[src/verilog/dpsc_pkg.sv]
// constants for the digipot serial command core
package dpsc_pkg;
  localparam int unsigned WORD_BITS   = 16;
  localparam int unsigned WIPER_BITS  = 6;
  localparam int unsigned NV_LOCS     = 16;
  localparam int unsigned CHANNELS    = 4;
  localparam int unsigned CLK_MHZ     = 200;
  localparam int unsigned SAVE_MS     = 25;
  localparam int unsigned SAVE_CYCLES = SAVE_MS * 1000 * CLK_MHZ;
  localparam logic [5:0]  WIPER_MID   = 6'h20;
  localparam logic [5:0]  WIPER_MAX   = 6'h3f;
  localparam logic [5:0]  WIPER_ZERO  = 6'h00;
  localparam logic [7:0]  NV_USER_RST = 8'hff;
  localparam logic [4:0]  BIT_CNT_TOP = 5'h10;
  localparam logic [3:0] CMD_NOP      = 4'h0;
  localparam logic [3:0] CMD_RESTORE  = 4'h1;
  localparam logic [3:0] CMD_SAVE     = 4'h2;
  localparam logic [3:0] CMD_STORE    = 4'h3;
  localparam logic [3:0] CMD_SHR_ONE  = 4'h4;
  localparam logic [3:0] CMD_SHR_ALL  = 4'h5;
  localparam logic [3:0] CMD_DEC_ONE  = 4'h6;
  localparam logic [3:0] CMD_DEC_ALL  = 4'h7;
  localparam logic [3:0] CMD_RELOAD   = 4'h8;
  localparam logic [3:0] CMD_RD_NV    = 4'h9;
  localparam logic [3:0] CMD_RD_WIPER = 4'ha;
  localparam logic [3:0] CMD_WRITE    = 4'hb;
  localparam logic [3:0] CMD_SHL_ONE  = 4'hc;
  localparam logic [3:0] CMD_SHL_ALL  = 4'hd;
  localparam logic [3:0] CMD_INC_ONE  = 4'he;
  localparam logic [3:0] CMD_INC_ALL  = 4'hf;
  typedef enum logic [2:0] {
    DPSC_IDLE  = 3'b001,
    DPSC_POWER = 3'b010,
    DPSC_SAVE  = 3'b100
  } dpsc_state_t;
endpackage : dpsc_pkg

[src/verilog/dpsc_core.sv]
// serial command core of a four-channel 64-position nonvolatile digipot
// How it works
// zero is B end, all ones A end
// wiper registers rewrite freely, no endurance limit
// code 11 loads data into addressed wiper
// code 2 saves wiper, done after 25 ms
// power-on reloads wipers; factory store is midscale
// preset low forces midscale, rise reloads store
// later strobes repeat step and shift commands
// write-protect low blocks changes except reloads; the core also blocks the code 1 restore
// host sends no-op before releasing write-protect
// sixteen-bit words, most significant bit first
// host holds select low; execute on rise
// command, address nibble, then data byte
// host ends activity with a no-op
// serial output released while select high
// works in SPI modes 0 and 3
// codes 10 and 9 read back
// other codes forward bits for chaining
// host shifts 32 bits for two devices
// code 1 restores one, 8 all wipers
// code 3 stores data byte in store
// codes 4-7 halve or decrement, one/all
// codes 12-15 double or increment, one/all
// input sampled on serial clock rising edge
// forwarded output lags input by 16 clocks
// shifter locked during save; ready marks done
// wiper steps saturate, never wrap
`timescale 1ns/10ps
module dpsc_core #(
  parameter int unsigned SAVE_CYCLES = dpsc_pkg::SAVE_CYCLES
) (
  input  wire logic        i_clk_sys,
  input  wire logic        i_rst_b,
  input  wire logic        i_sclk,
  input  wire logic        i_sdi,
  input  wire logic        i_cs_b,
  input  wire logic        i_wp_b,
  input  wire logic        i_preset_b,
  output logic             o_sdo,
  output logic             o_sdo_oe_b,
  output logic             o_ready,
  output logic             o_low_power,
  output logic [5:0]       o_wiper0,
  output logic [5:0]       o_wiper1,
  output logic [5:0]       o_wiper2,
  output logic [5:0]       o_wiper3
);
  // pin synchronisers: first stage feeds only the second
  logic [1:0] sclk_s_ff;
  logic [1:0] sdi_s_ff;  // same depth as sclk, so data lines up with the detected edge
  logic [1:0] cs_s_ff;
  logic [1:0] wp_s_ff;
  logic [1:0] pr_s_ff;
  logic       sclk_d_ff;
  logic       cs_d_ff;
  logic       pr_d_ff;
  always_ff @(posedge i_clk_sys or negedge i_rst_b) begin
    if (!i_rst_b) begin
      sclk_s_ff <= 2'h0;
      sdi_s_ff  <= 2'h0;
      cs_s_ff   <= 2'h3;
      wp_s_ff   <= 2'h3;
      pr_s_ff   <= 2'h3;
      sclk_d_ff <= 1'b0;
      cs_d_ff   <= 1'b1;
      pr_d_ff   <= 1'b1;
    end else begin
      sclk_s_ff <= {sclk_s_ff[0], i_sclk};
      sdi_s_ff  <= {sdi_s_ff[0], i_sdi};
      cs_s_ff   <= {cs_s_ff[0], i_cs_b};
      wp_s_ff   <= {wp_s_ff[0], i_wp_b};
      pr_s_ff   <= {pr_s_ff[0], i_preset_b};
      sclk_d_ff <= sclk_s_ff[1];
      cs_d_ff   <= cs_s_ff[1];
      pr_d_ff   <= pr_s_ff[1];
    end
  end

  logic sclk_rise;
  logic sclk_fall;
  logic cs_rise;
  logic cs_low;
  logic pr_low;
  logic pr_rise;
  logic wp_low;
  assign sclk_rise = sclk_s_ff[1] & ~sclk_d_ff;
  assign sclk_fall = ~sclk_s_ff[1] & sclk_d_ff;
  assign cs_low    = ~cs_s_ff[1];
  assign cs_rise   = cs_s_ff[1] & ~cs_d_ff;
  assign pr_low    = ~pr_s_ff[1];
  assign pr_rise   = pr_s_ff[1] & ~pr_d_ff;
  assign wp_low    = ~wp_s_ff[1];

  dpsc_pkg::dpsc_state_t state_ff;
  logic                  locked;
  assign locked = (state_ff == dpsc_pkg::DPSC_SAVE);
  // a strobe that lands while saving is dropped; hosts must wait for ready

  // shift register and output path
  logic [15:0] shift_ff;
  logic [15:0] cmd_ff;
  logic        cmd_valid_ff;
  logic        sdo_ff;
  logic [4:0]  bit_cnt_ff;
  logic [3:0]  op;
  logic [3:0]  loc;
  logic [1:0]  ch;
  logic [7:0]  payload;
  assign op      = cmd_ff[15:12];
  assign loc     = cmd_ff[11:8];
  assign ch      = cmd_ff[9:8];
  assign payload = cmd_ff[7:0];

  // codes 4-7 and 12-15 step or shift; the odd ones among them act on all channels
  logic        step_cmd;
  logic        all_ch;
  assign step_cmd = op[2];
  assign all_ch   = op[0];

  logic        fresh_word;
  assign fresh_word = (bit_cnt_ff != 5'h0);

  logic [7:0] nv_ff [dpsc_pkg::NV_LOCS];
  logic [5:0] wiper_ff [dpsc_pkg::CHANNELS];

  // readback data loaded on the decoding strobe
  logic [15:0] rd_word;
  always_comb begin
    rd_word = shift_ff;
    if (shift_ff[15:12] == dpsc_pkg::CMD_RD_NV) begin
      rd_word = {shift_ff[15:8], nv_ff[shift_ff[11:8]]};
    end else if (shift_ff[15:12] == dpsc_pkg::CMD_RD_WIPER) begin
      rd_word = {shift_ff[15:8], 2'h0, wiper_ff[shift_ff[9:8]]};
    end
  end

  always_ff @(posedge i_clk_sys or negedge i_rst_b) begin
    if (!i_rst_b) begin
      shift_ff     <= 16'h0;
      bit_cnt_ff   <= 5'h0;
      sdo_ff       <= 1'b1;
    end else if (cs_low && !locked) begin // see R11
      if (sclk_rise) begin
        shift_ff <= {shift_ff[14:0], sdi_s_ff[1]}; // see R10
        if (bit_cnt_ff != dpsc_pkg::BIT_CNT_TOP) begin
          bit_cnt_ff <= bit_cnt_ff + 5'h1;
        end
      end else if (sclk_fall) begin
        // msb changes on falling edge, valid before the next rise (modes 0 and 3)
        sdo_ff <= shift_ff[15]; // see R15 see R17
      end
    end else if (cs_rise && !locked) begin
      bit_cnt_ff <= 5'h0;
      if (fresh_word) begin
        shift_ff     <= rd_word;
        sdo_ff       <= rd_word[15];
      end
    end
  end

  assign o_sdo      = sdo_ff;
  assign o_sdo_oe_b = ~cs_low | sdo_ff; // open drain: only pulls low

  // latch the command on the strobe; an empty strobe repeats a step or shift command
  logic exec;
  always_ff @(posedge i_clk_sys or negedge i_rst_b) begin
    if (!i_rst_b) begin
      cmd_ff       <= 16'h0;
      cmd_valid_ff <= 1'b0;
    end else if (cs_rise && !locked) begin
      if (fresh_word) begin
        cmd_ff       <= shift_ff;
        cmd_valid_ff <= 1'b1;
      end else begin
        // only step and shift commands are repeatable
        cmd_valid_ff <= step_cmd;
      end
    end else begin
      cmd_valid_ff <= 1'b0;
    end
  end
  assign exec = cmd_valid_ff;

  // state: power-on reload, idle, save
  logic [$clog2(dpsc_pkg::SAVE_CYCLES+1)-1:0] save_cnt_ff;
  always_ff @(posedge i_clk_sys or negedge i_rst_b) begin
    if (!i_rst_b) begin
      state_ff    <= dpsc_pkg::DPSC_POWER;
      save_cnt_ff <= '0;
    end else begin
      case (state_ff)
        dpsc_pkg::DPSC_POWER: begin
          // one reload cycle after reset; ready stays low meanwhile
          state_ff <= dpsc_pkg::DPSC_IDLE;
        end
        dpsc_pkg::DPSC_IDLE: begin
          if (exec && !wp_low &&
              (op == dpsc_pkg::CMD_SAVE || op == dpsc_pkg::CMD_STORE)) begin
            state_ff    <= dpsc_pkg::DPSC_SAVE; // see R4
            save_cnt_ff <= '0;
          end
        end
        dpsc_pkg::DPSC_SAVE: begin
          if (save_cnt_ff >= ($bits(save_cnt_ff))'(SAVE_CYCLES - 1)) begin
            state_ff <= dpsc_pkg::DPSC_IDLE;
          end else begin
            save_cnt_ff <= save_cnt_ff + 1'b1;
          end
        end
        default: begin
          state_ff <= dpsc_pkg::DPSC_IDLE;
        end
      endcase
    end
  end
  assign o_ready = (state_ff == dpsc_pkg::DPSC_IDLE);

  // nonvolatile store; reset stands in for factory content
  always_ff @(posedge i_clk_sys or negedge i_rst_b) begin
    if (!i_rst_b) begin
      for (int i = 0; i < dpsc_pkg::NV_LOCS; i++) begin
        nv_ff[i] <= (i < dpsc_pkg::CHANNELS) ? {2'h0, dpsc_pkg::WIPER_MID}
                                            : dpsc_pkg::NV_USER_RST;
      end
    end else if (exec && !wp_low && state_ff == dpsc_pkg::DPSC_IDLE) begin
      if (op == dpsc_pkg::CMD_SAVE) begin
        nv_ff[{2'h0, ch}] <= {2'h0, wiper_ff[ch]};
      end else if (op == dpsc_pkg::CMD_STORE) begin
        nv_ff[loc] <= payload; // see R20
      end
    end
  end

  // wiper arithmetic with saturation
  function automatic logic [5:0] dpsc_step(input logic [5:0] w, input logic [3:0] c);
    logic [5:0] r;
    r = w;
    case (c)
      dpsc_pkg::CMD_SHR_ONE, dpsc_pkg::CMD_SHR_ALL: r = w >> 1;
      dpsc_pkg::CMD_DEC_ONE, dpsc_pkg::CMD_DEC_ALL:
        r = (w == dpsc_pkg::WIPER_ZERO) ? w : w - 6'h1; // see R21
      dpsc_pkg::CMD_SHL_ONE, dpsc_pkg::CMD_SHL_ALL:
        // zero doubles to one, top bit set saturates to full scale
        r = (w == dpsc_pkg::WIPER_ZERO) ? 6'h01 :
            (w[5] ? dpsc_pkg::WIPER_MAX : {w[4:0], 1'b1}); // see R22
      dpsc_pkg::CMD_INC_ONE, dpsc_pkg::CMD_INC_ALL:
        r = (w == dpsc_pkg::WIPER_MAX) ? w : w + 6'h1; // see R22
      default: r = w;
    endcase
    return r;
  endfunction : dpsc_step

  // wiper registers: plain flops, unlimited rewrites
  always_ff @(posedge i_clk_sys or negedge i_rst_b) begin
    if (!i_rst_b) begin
      for (int i = 0; i < dpsc_pkg::CHANNELS; i++) begin
        wiper_ff[i] <= dpsc_pkg::WIPER_MID;
      end
    end else begin
      for (int i = 0; i < dpsc_pkg::CHANNELS; i++) begin
        // preset outranks every serial command, reloads included
        if (pr_low) begin
          wiper_ff[i] <= dpsc_pkg::WIPER_MID;
        end else if (pr_rise || state_ff == dpsc_pkg::DPSC_POWER) begin
          wiper_ff[i] <= nv_ff[i][5:0]; // see R5 see R6
        end else if (exec) begin
          if (op == dpsc_pkg::CMD_RELOAD) begin
            wiper_ff[i] <= nv_ff[i][5:0]; // see R19
          end else if (!wp_low) begin
            if (op == dpsc_pkg::CMD_RESTORE && ch == 2'(i)) begin
              wiper_ff[i] <= nv_ff[i][5:0];
            end else if (op == dpsc_pkg::CMD_WRITE && ch == 2'(i)) begin
              wiper_ff[i] <= payload[5:0]; // see R3
            end else if (step_cmd && (all_ch || ch == 2'(i))) begin
              wiper_ff[i] <= dpsc_step(wiper_ff[i], op);
            end
          end
        end
      end
    end
  end

  // code 0 is b end, all ones a end
  assign o_wiper0 = wiper_ff[0];
  assign o_wiper1 = wiper_ff[1];
  assign o_wiper2 = wiper_ff[2];
  assign o_wiper3 = wiper_ff[3];

  // low-power indicator follows the last executed command
  logic low_power_ff;
  always_ff @(posedge i_clk_sys or negedge i_rst_b) begin
    if (!i_rst_b) begin
      low_power_ff <= 1'b1;
    end else if (exec) begin
      low_power_ff <= (op == dpsc_pkg::CMD_NOP);
    end
  end
  assign o_low_power = low_power_ff;

endmodule : dpsc_core

[config.mk]
export PLATFORM = sky130hd
export DESIGN_NAME = dpsc_core
export DESIGN_NICKNAME = d
export VERILOG_FILES = /design/src/verilog/dpsc_pkg.sv /design/src/verilog/dpsc_core.sv
export SDC_FILE = /design/constraint.sdc
export NUM_CORES = 1
export LEC_CHECK = 0
export ABC_AREA = 1
export BUFFER_PORTS_ARGS = -buffer_cell sky130_fd_sc_hd__buf_4
export CELL_PAD_IN_SITES_DETAIL_PLACEMENT = 1
export CELL_PAD_IN_SITES_GLOBAL_PLACEMENT = 2
export CORE_UTILIZATION = 38
export CTS_CLUSTER_DIAMETER = 100
export DETAILED_ROUTE_END_ITERATION = 10
export MAX_ROUTING_LAYER = met4
export PLACE_DENSITY = 0.88
export SLEW_MARGIN = 25
export SYNTH_ARGS = -nofsm -noshare
export SYNTH_HDL_FRONTEND = slang
export SYNTH_SLANG_ARGS = --single-unit
[constraint.sdc]
create_clock -name i_clk_sys -period 2.25 [get_ports i_clk_sys]
set_clock_uncertainty 0.15 [all_clocks]
set_input_delay 0.45 -clock i_clk_sys [delete_from_list [all_inputs] [get_ports i_clk_sys]]
set_output_delay 0.45 -clock i_clk_sys [all_outputs]
set_load 0.01 [all_outputs]
==> flow_summary.json <==
{
  "fin_ws_ns": 0.03783,
  "synth.net_count": 1767,
  "vias_per_cell": 5.614,
  "cp_cell_sequence": "inv_1, nor2_1, nand4_1, buf_4, nand2_1, o21ai_0",
  "ir_worst_vdd_v": 0.0007055,
  "die_area_um2": 35570,
  "grt_use_total": 0.2811,
  "gp_congestion": 0.9406,
  "period_needed_ns": 2.212,
  "power.density_nw_per_um2": 939.6,
  "slew_headroom": 0.3021,
  "clk_path_buf_depth": 3,
  "clkTransAtPathRegs_ns": 0.06,
  "max_stage_delay_ns": 0.80,
  "die_h_um": 188.6,
  "syn_area_per_cell_um2": 7.547,
  "reg2reg_depth": 6,
  "cp_max_fo": 8,
  "async_reset_ff_frac": 1.000,
  "synth_edf_count": 0,
  "layout-drive-gt1-share": 0.2420,
  "cp_top_family": "simple AND/OR/NAND/NOR gates",
  "gr-total-overflow": 0,
  "drv_cap": 0,
  "routedWlPerCell_um": 21.14,
  "crit_type": "flip-flop to flip-flop",
  "cts_max_level": 1,
  "grt_max_degree": 59,
  "synth_top_area_cell": "dfstp_2",
  "synth-seq-cells": 231,
  "cts_num_sinks": 231,
  "leakage_nw": 6.815,
  "synthCells": 1753,
  "fin_nets": 1893,
  "setup_viol": 0,
  "place_hpwl_mm": 34.62,
  "grt_pass1_wl_mm": 76.57,
  "drc": 0,
  "fin_util": 0.4814,
  "cts_tree": "yes",
  "initial_utilization": 0.3906,
  "fp.dieW_um": 188.6,
  "critPathArrivalTime_ns": 2.52,
  "ios": 35,
  "synth.distinct_cells": 52,
  "finalNonFillerCells": 2349,
  "clockRootBuffer": "clkbuf_16",
  "finalHoldViolCount": 0,
  "whs_endpoint": "sdi_s_ff[1]",
  "worst-path-buf-inv": 2,
  "startpoint_type": "flip-flop",
  "insertion_delay_ns": 0.57,
  "syn_to_final_growth_pct": 23.24,
  "drt_iter0_drc": 873,
  "status": "complete, no violations",
  "worstReg2RegEnd": "nv_ff[79]",
  "synth_area_leaders": "dfstp_2 23%, dfrtp_1 22%, nand2_1 13%",
  "slowest_stage": "nor2_1",
  "r2r_start": "cmd_ff[10]",
  "totalPowerFinal_mw": 15.32,
  "cp.depth": 6,
  "slew_violations": 0,
  "drt-total-wl_mm": 49.67,
  "fin_crit_sh": 0.9832,
  "yosysTopAreaCellShare": 0.2284,
  "worst_pin_slew_ns": 1.043,
  "synth_ff_type": "dfrtp_1",
  "cts_buffers": 28,
  "hold_start": "sdi_s_ff[0]",
  "detail_route.first_pass.iterations": 5,
  "pre_cts_slack_ns": -0.05797,
  "port-buffer-count": 34,
  "yosysWarnings": 0,
  "fmax_mhz": 452.0,
  "fillerInstances": 4199,
  "worstHoldPathCells": 0,
  "core.rowCount": 67,
  "core-area_um2": 33870,
  "grt_pass1_vias": 13341,
  "holdCritPathClass": "flip-flop to flip-flop",
  "diodes": 0,
  "reg2reg_slack_ns": 0.04,
  "antenna_found_initial": 0,
  "rsz0062_at_grt": "true",
  "route.vias.total": 13187,
  "required_ns": 2.56,
  "crit_path_end_kind": "flip-flop",
  "dpl.cell_count": 2260,
  "drtAntennaViolNets": 0,
  "yosysSeqAreaShare": 0.4478,
  "netlist_area_um2": 13230
}
how the worst max path moves through the flow:
stage | from | end | slack, ns
finish | cmd_ff[10] | nv_ff[79] | 0.04
global route | cmd_ff[10] | nv_ff[78] | -0.10
CTS | cmd_ff[15] | nv_ff[7] | -0.07
detailed placement | cmd_ff[15] | nv_ff[12] | -0.06
global placement | cmd_ff[14] | o_wiper1[3] | 0.04
floorplan | cmd_ff[13] | o_wiper3[4] | 0.15
routing by layer:
layer / track usage / wire, um / vias to the layer above
li1: - / - / 6164
met1: 0.3715 / 22100 / 6598
met2: 0.4593 / 23760 / 335
met3: 0.02701 / 2303 / 90
met4: 0.07785 / 1508 / 0
met5: - / 0 / -
where the power goes:
part           total [mW]  leakage [nW]  internal [mW]  switching [mW]
clock network        4.86         0.472           2.90            1.97
logic                5.53          3.60           1.65            3.88
registers            4.93          2.75           4.52           0.401
worst register-to-register path: cells and delay by family, from the launching register on:
kind            cells  cell delay [ns]
compound gates      1             0.07
flops               1             0.42
buf+inv             2             0.35
simple gates        3             1.11
stage by stage:
step / area (um^2) / TNS [ns] / hold slack (ns)
3_3_place_gp: 14620 / 0 / 0.1910
2_1_floorplan: 13230 / 0 / 0.004409
5_1_grt: 16300 / -1.776 / 0.2097
4_1_cts: 15690 / -0.4165 / 0.2028
6_report: 16300 / 0 / 0.1998
3_5_place_dp: 14620 / -0.3833 / 0.1894
cells in the final DEF (no fill, tap or decap), types with 10 or more instances in the layout:
master     count
nand2_2       24
nor2_1       143
nand3_2       15
o32ai_1       23
dfstp_2      115
o21ai_1       78
nand2_1      428
a21oi_1       70
nor3_1        26
nor2_4        10
o22ai_1       33
o21ai_0      240
inv_2         18
clkbuf_16     28
buf_4        148
xor2_1        15
nand4_1       27
inv_1        139
buf_12        15
dfrtp_1      112
nand3_1       42
sequential cells by signal (all words and copies together) (netlist names), 3 cells and up:
| register | count |
|---|---|
| bit_cnt_ff | 5 |
| cmd_ff | 16 |
| nv_ff | 128 |
| o_wiper0 | 6 |
| o_wiper1 | 6 |
| o_wiper2 | 6 |
| o_wiper3 | 6 |
| save_cnt_ff | 23 |
| shift_ff | 16 |
| state_ff | 3 |
repair_timing:
action,CTS,global route
gates resized for setup,6,99
pin swaps,1,20
hold buffers,6,0
endpoints found under the setup margin,26,157
endpoints found under the hold margin,47,0
gates cloned,0,5
setup buffers,2,24
logic make-up (layout without fill, tap and decap cells):
group	Yosys count	after routing	synth area share
buffers and inverters	245	389	0.07490
and+or+nand+nor	749	753	0.2423
AOI/OAI and AO/OA	495	495	0.2104
other	1	1	0.0002834
muxes	6	6	0.005107
xor gates and xnor gates	19	19	0.01258
adders and majority gates	7	7	0.006620
DFF	231	231	0.4478
synth_stat cells, types with 15 or more instances:
master	instances
buf_2	27
o22ai_1	35
a21oi_1	70
o21ai_1	73
clkbuf_1	46
nand3_1	53
dfrtp_1	116
nand2_1	448
o32ai_1	23
dfstp_2	115
nor2_1	145
o21ai_0	251
xor2_1	15
inv_1	146
nand4_1	27
nor3_1	33
layout make-up:
type | instances | area (um^2) | share of cell area
tap | 448 | 560.5 | 0.03438
timing repair buffer | 175 | 1546 | 0.09485
inverter | 161 | 609.3 | 0.03737
multi-input combinational | 1281 | 6666 | 0.4089
clock buffer | 36 | 770.7 | 0.04727
sequential | 231 | 5929 | 0.3637
timing repair inverter | 1 | 7.507 | 0.0004604
clock inverter | 16 | 214.0 | 0.01312
Power figures use the tool's default switching activity.
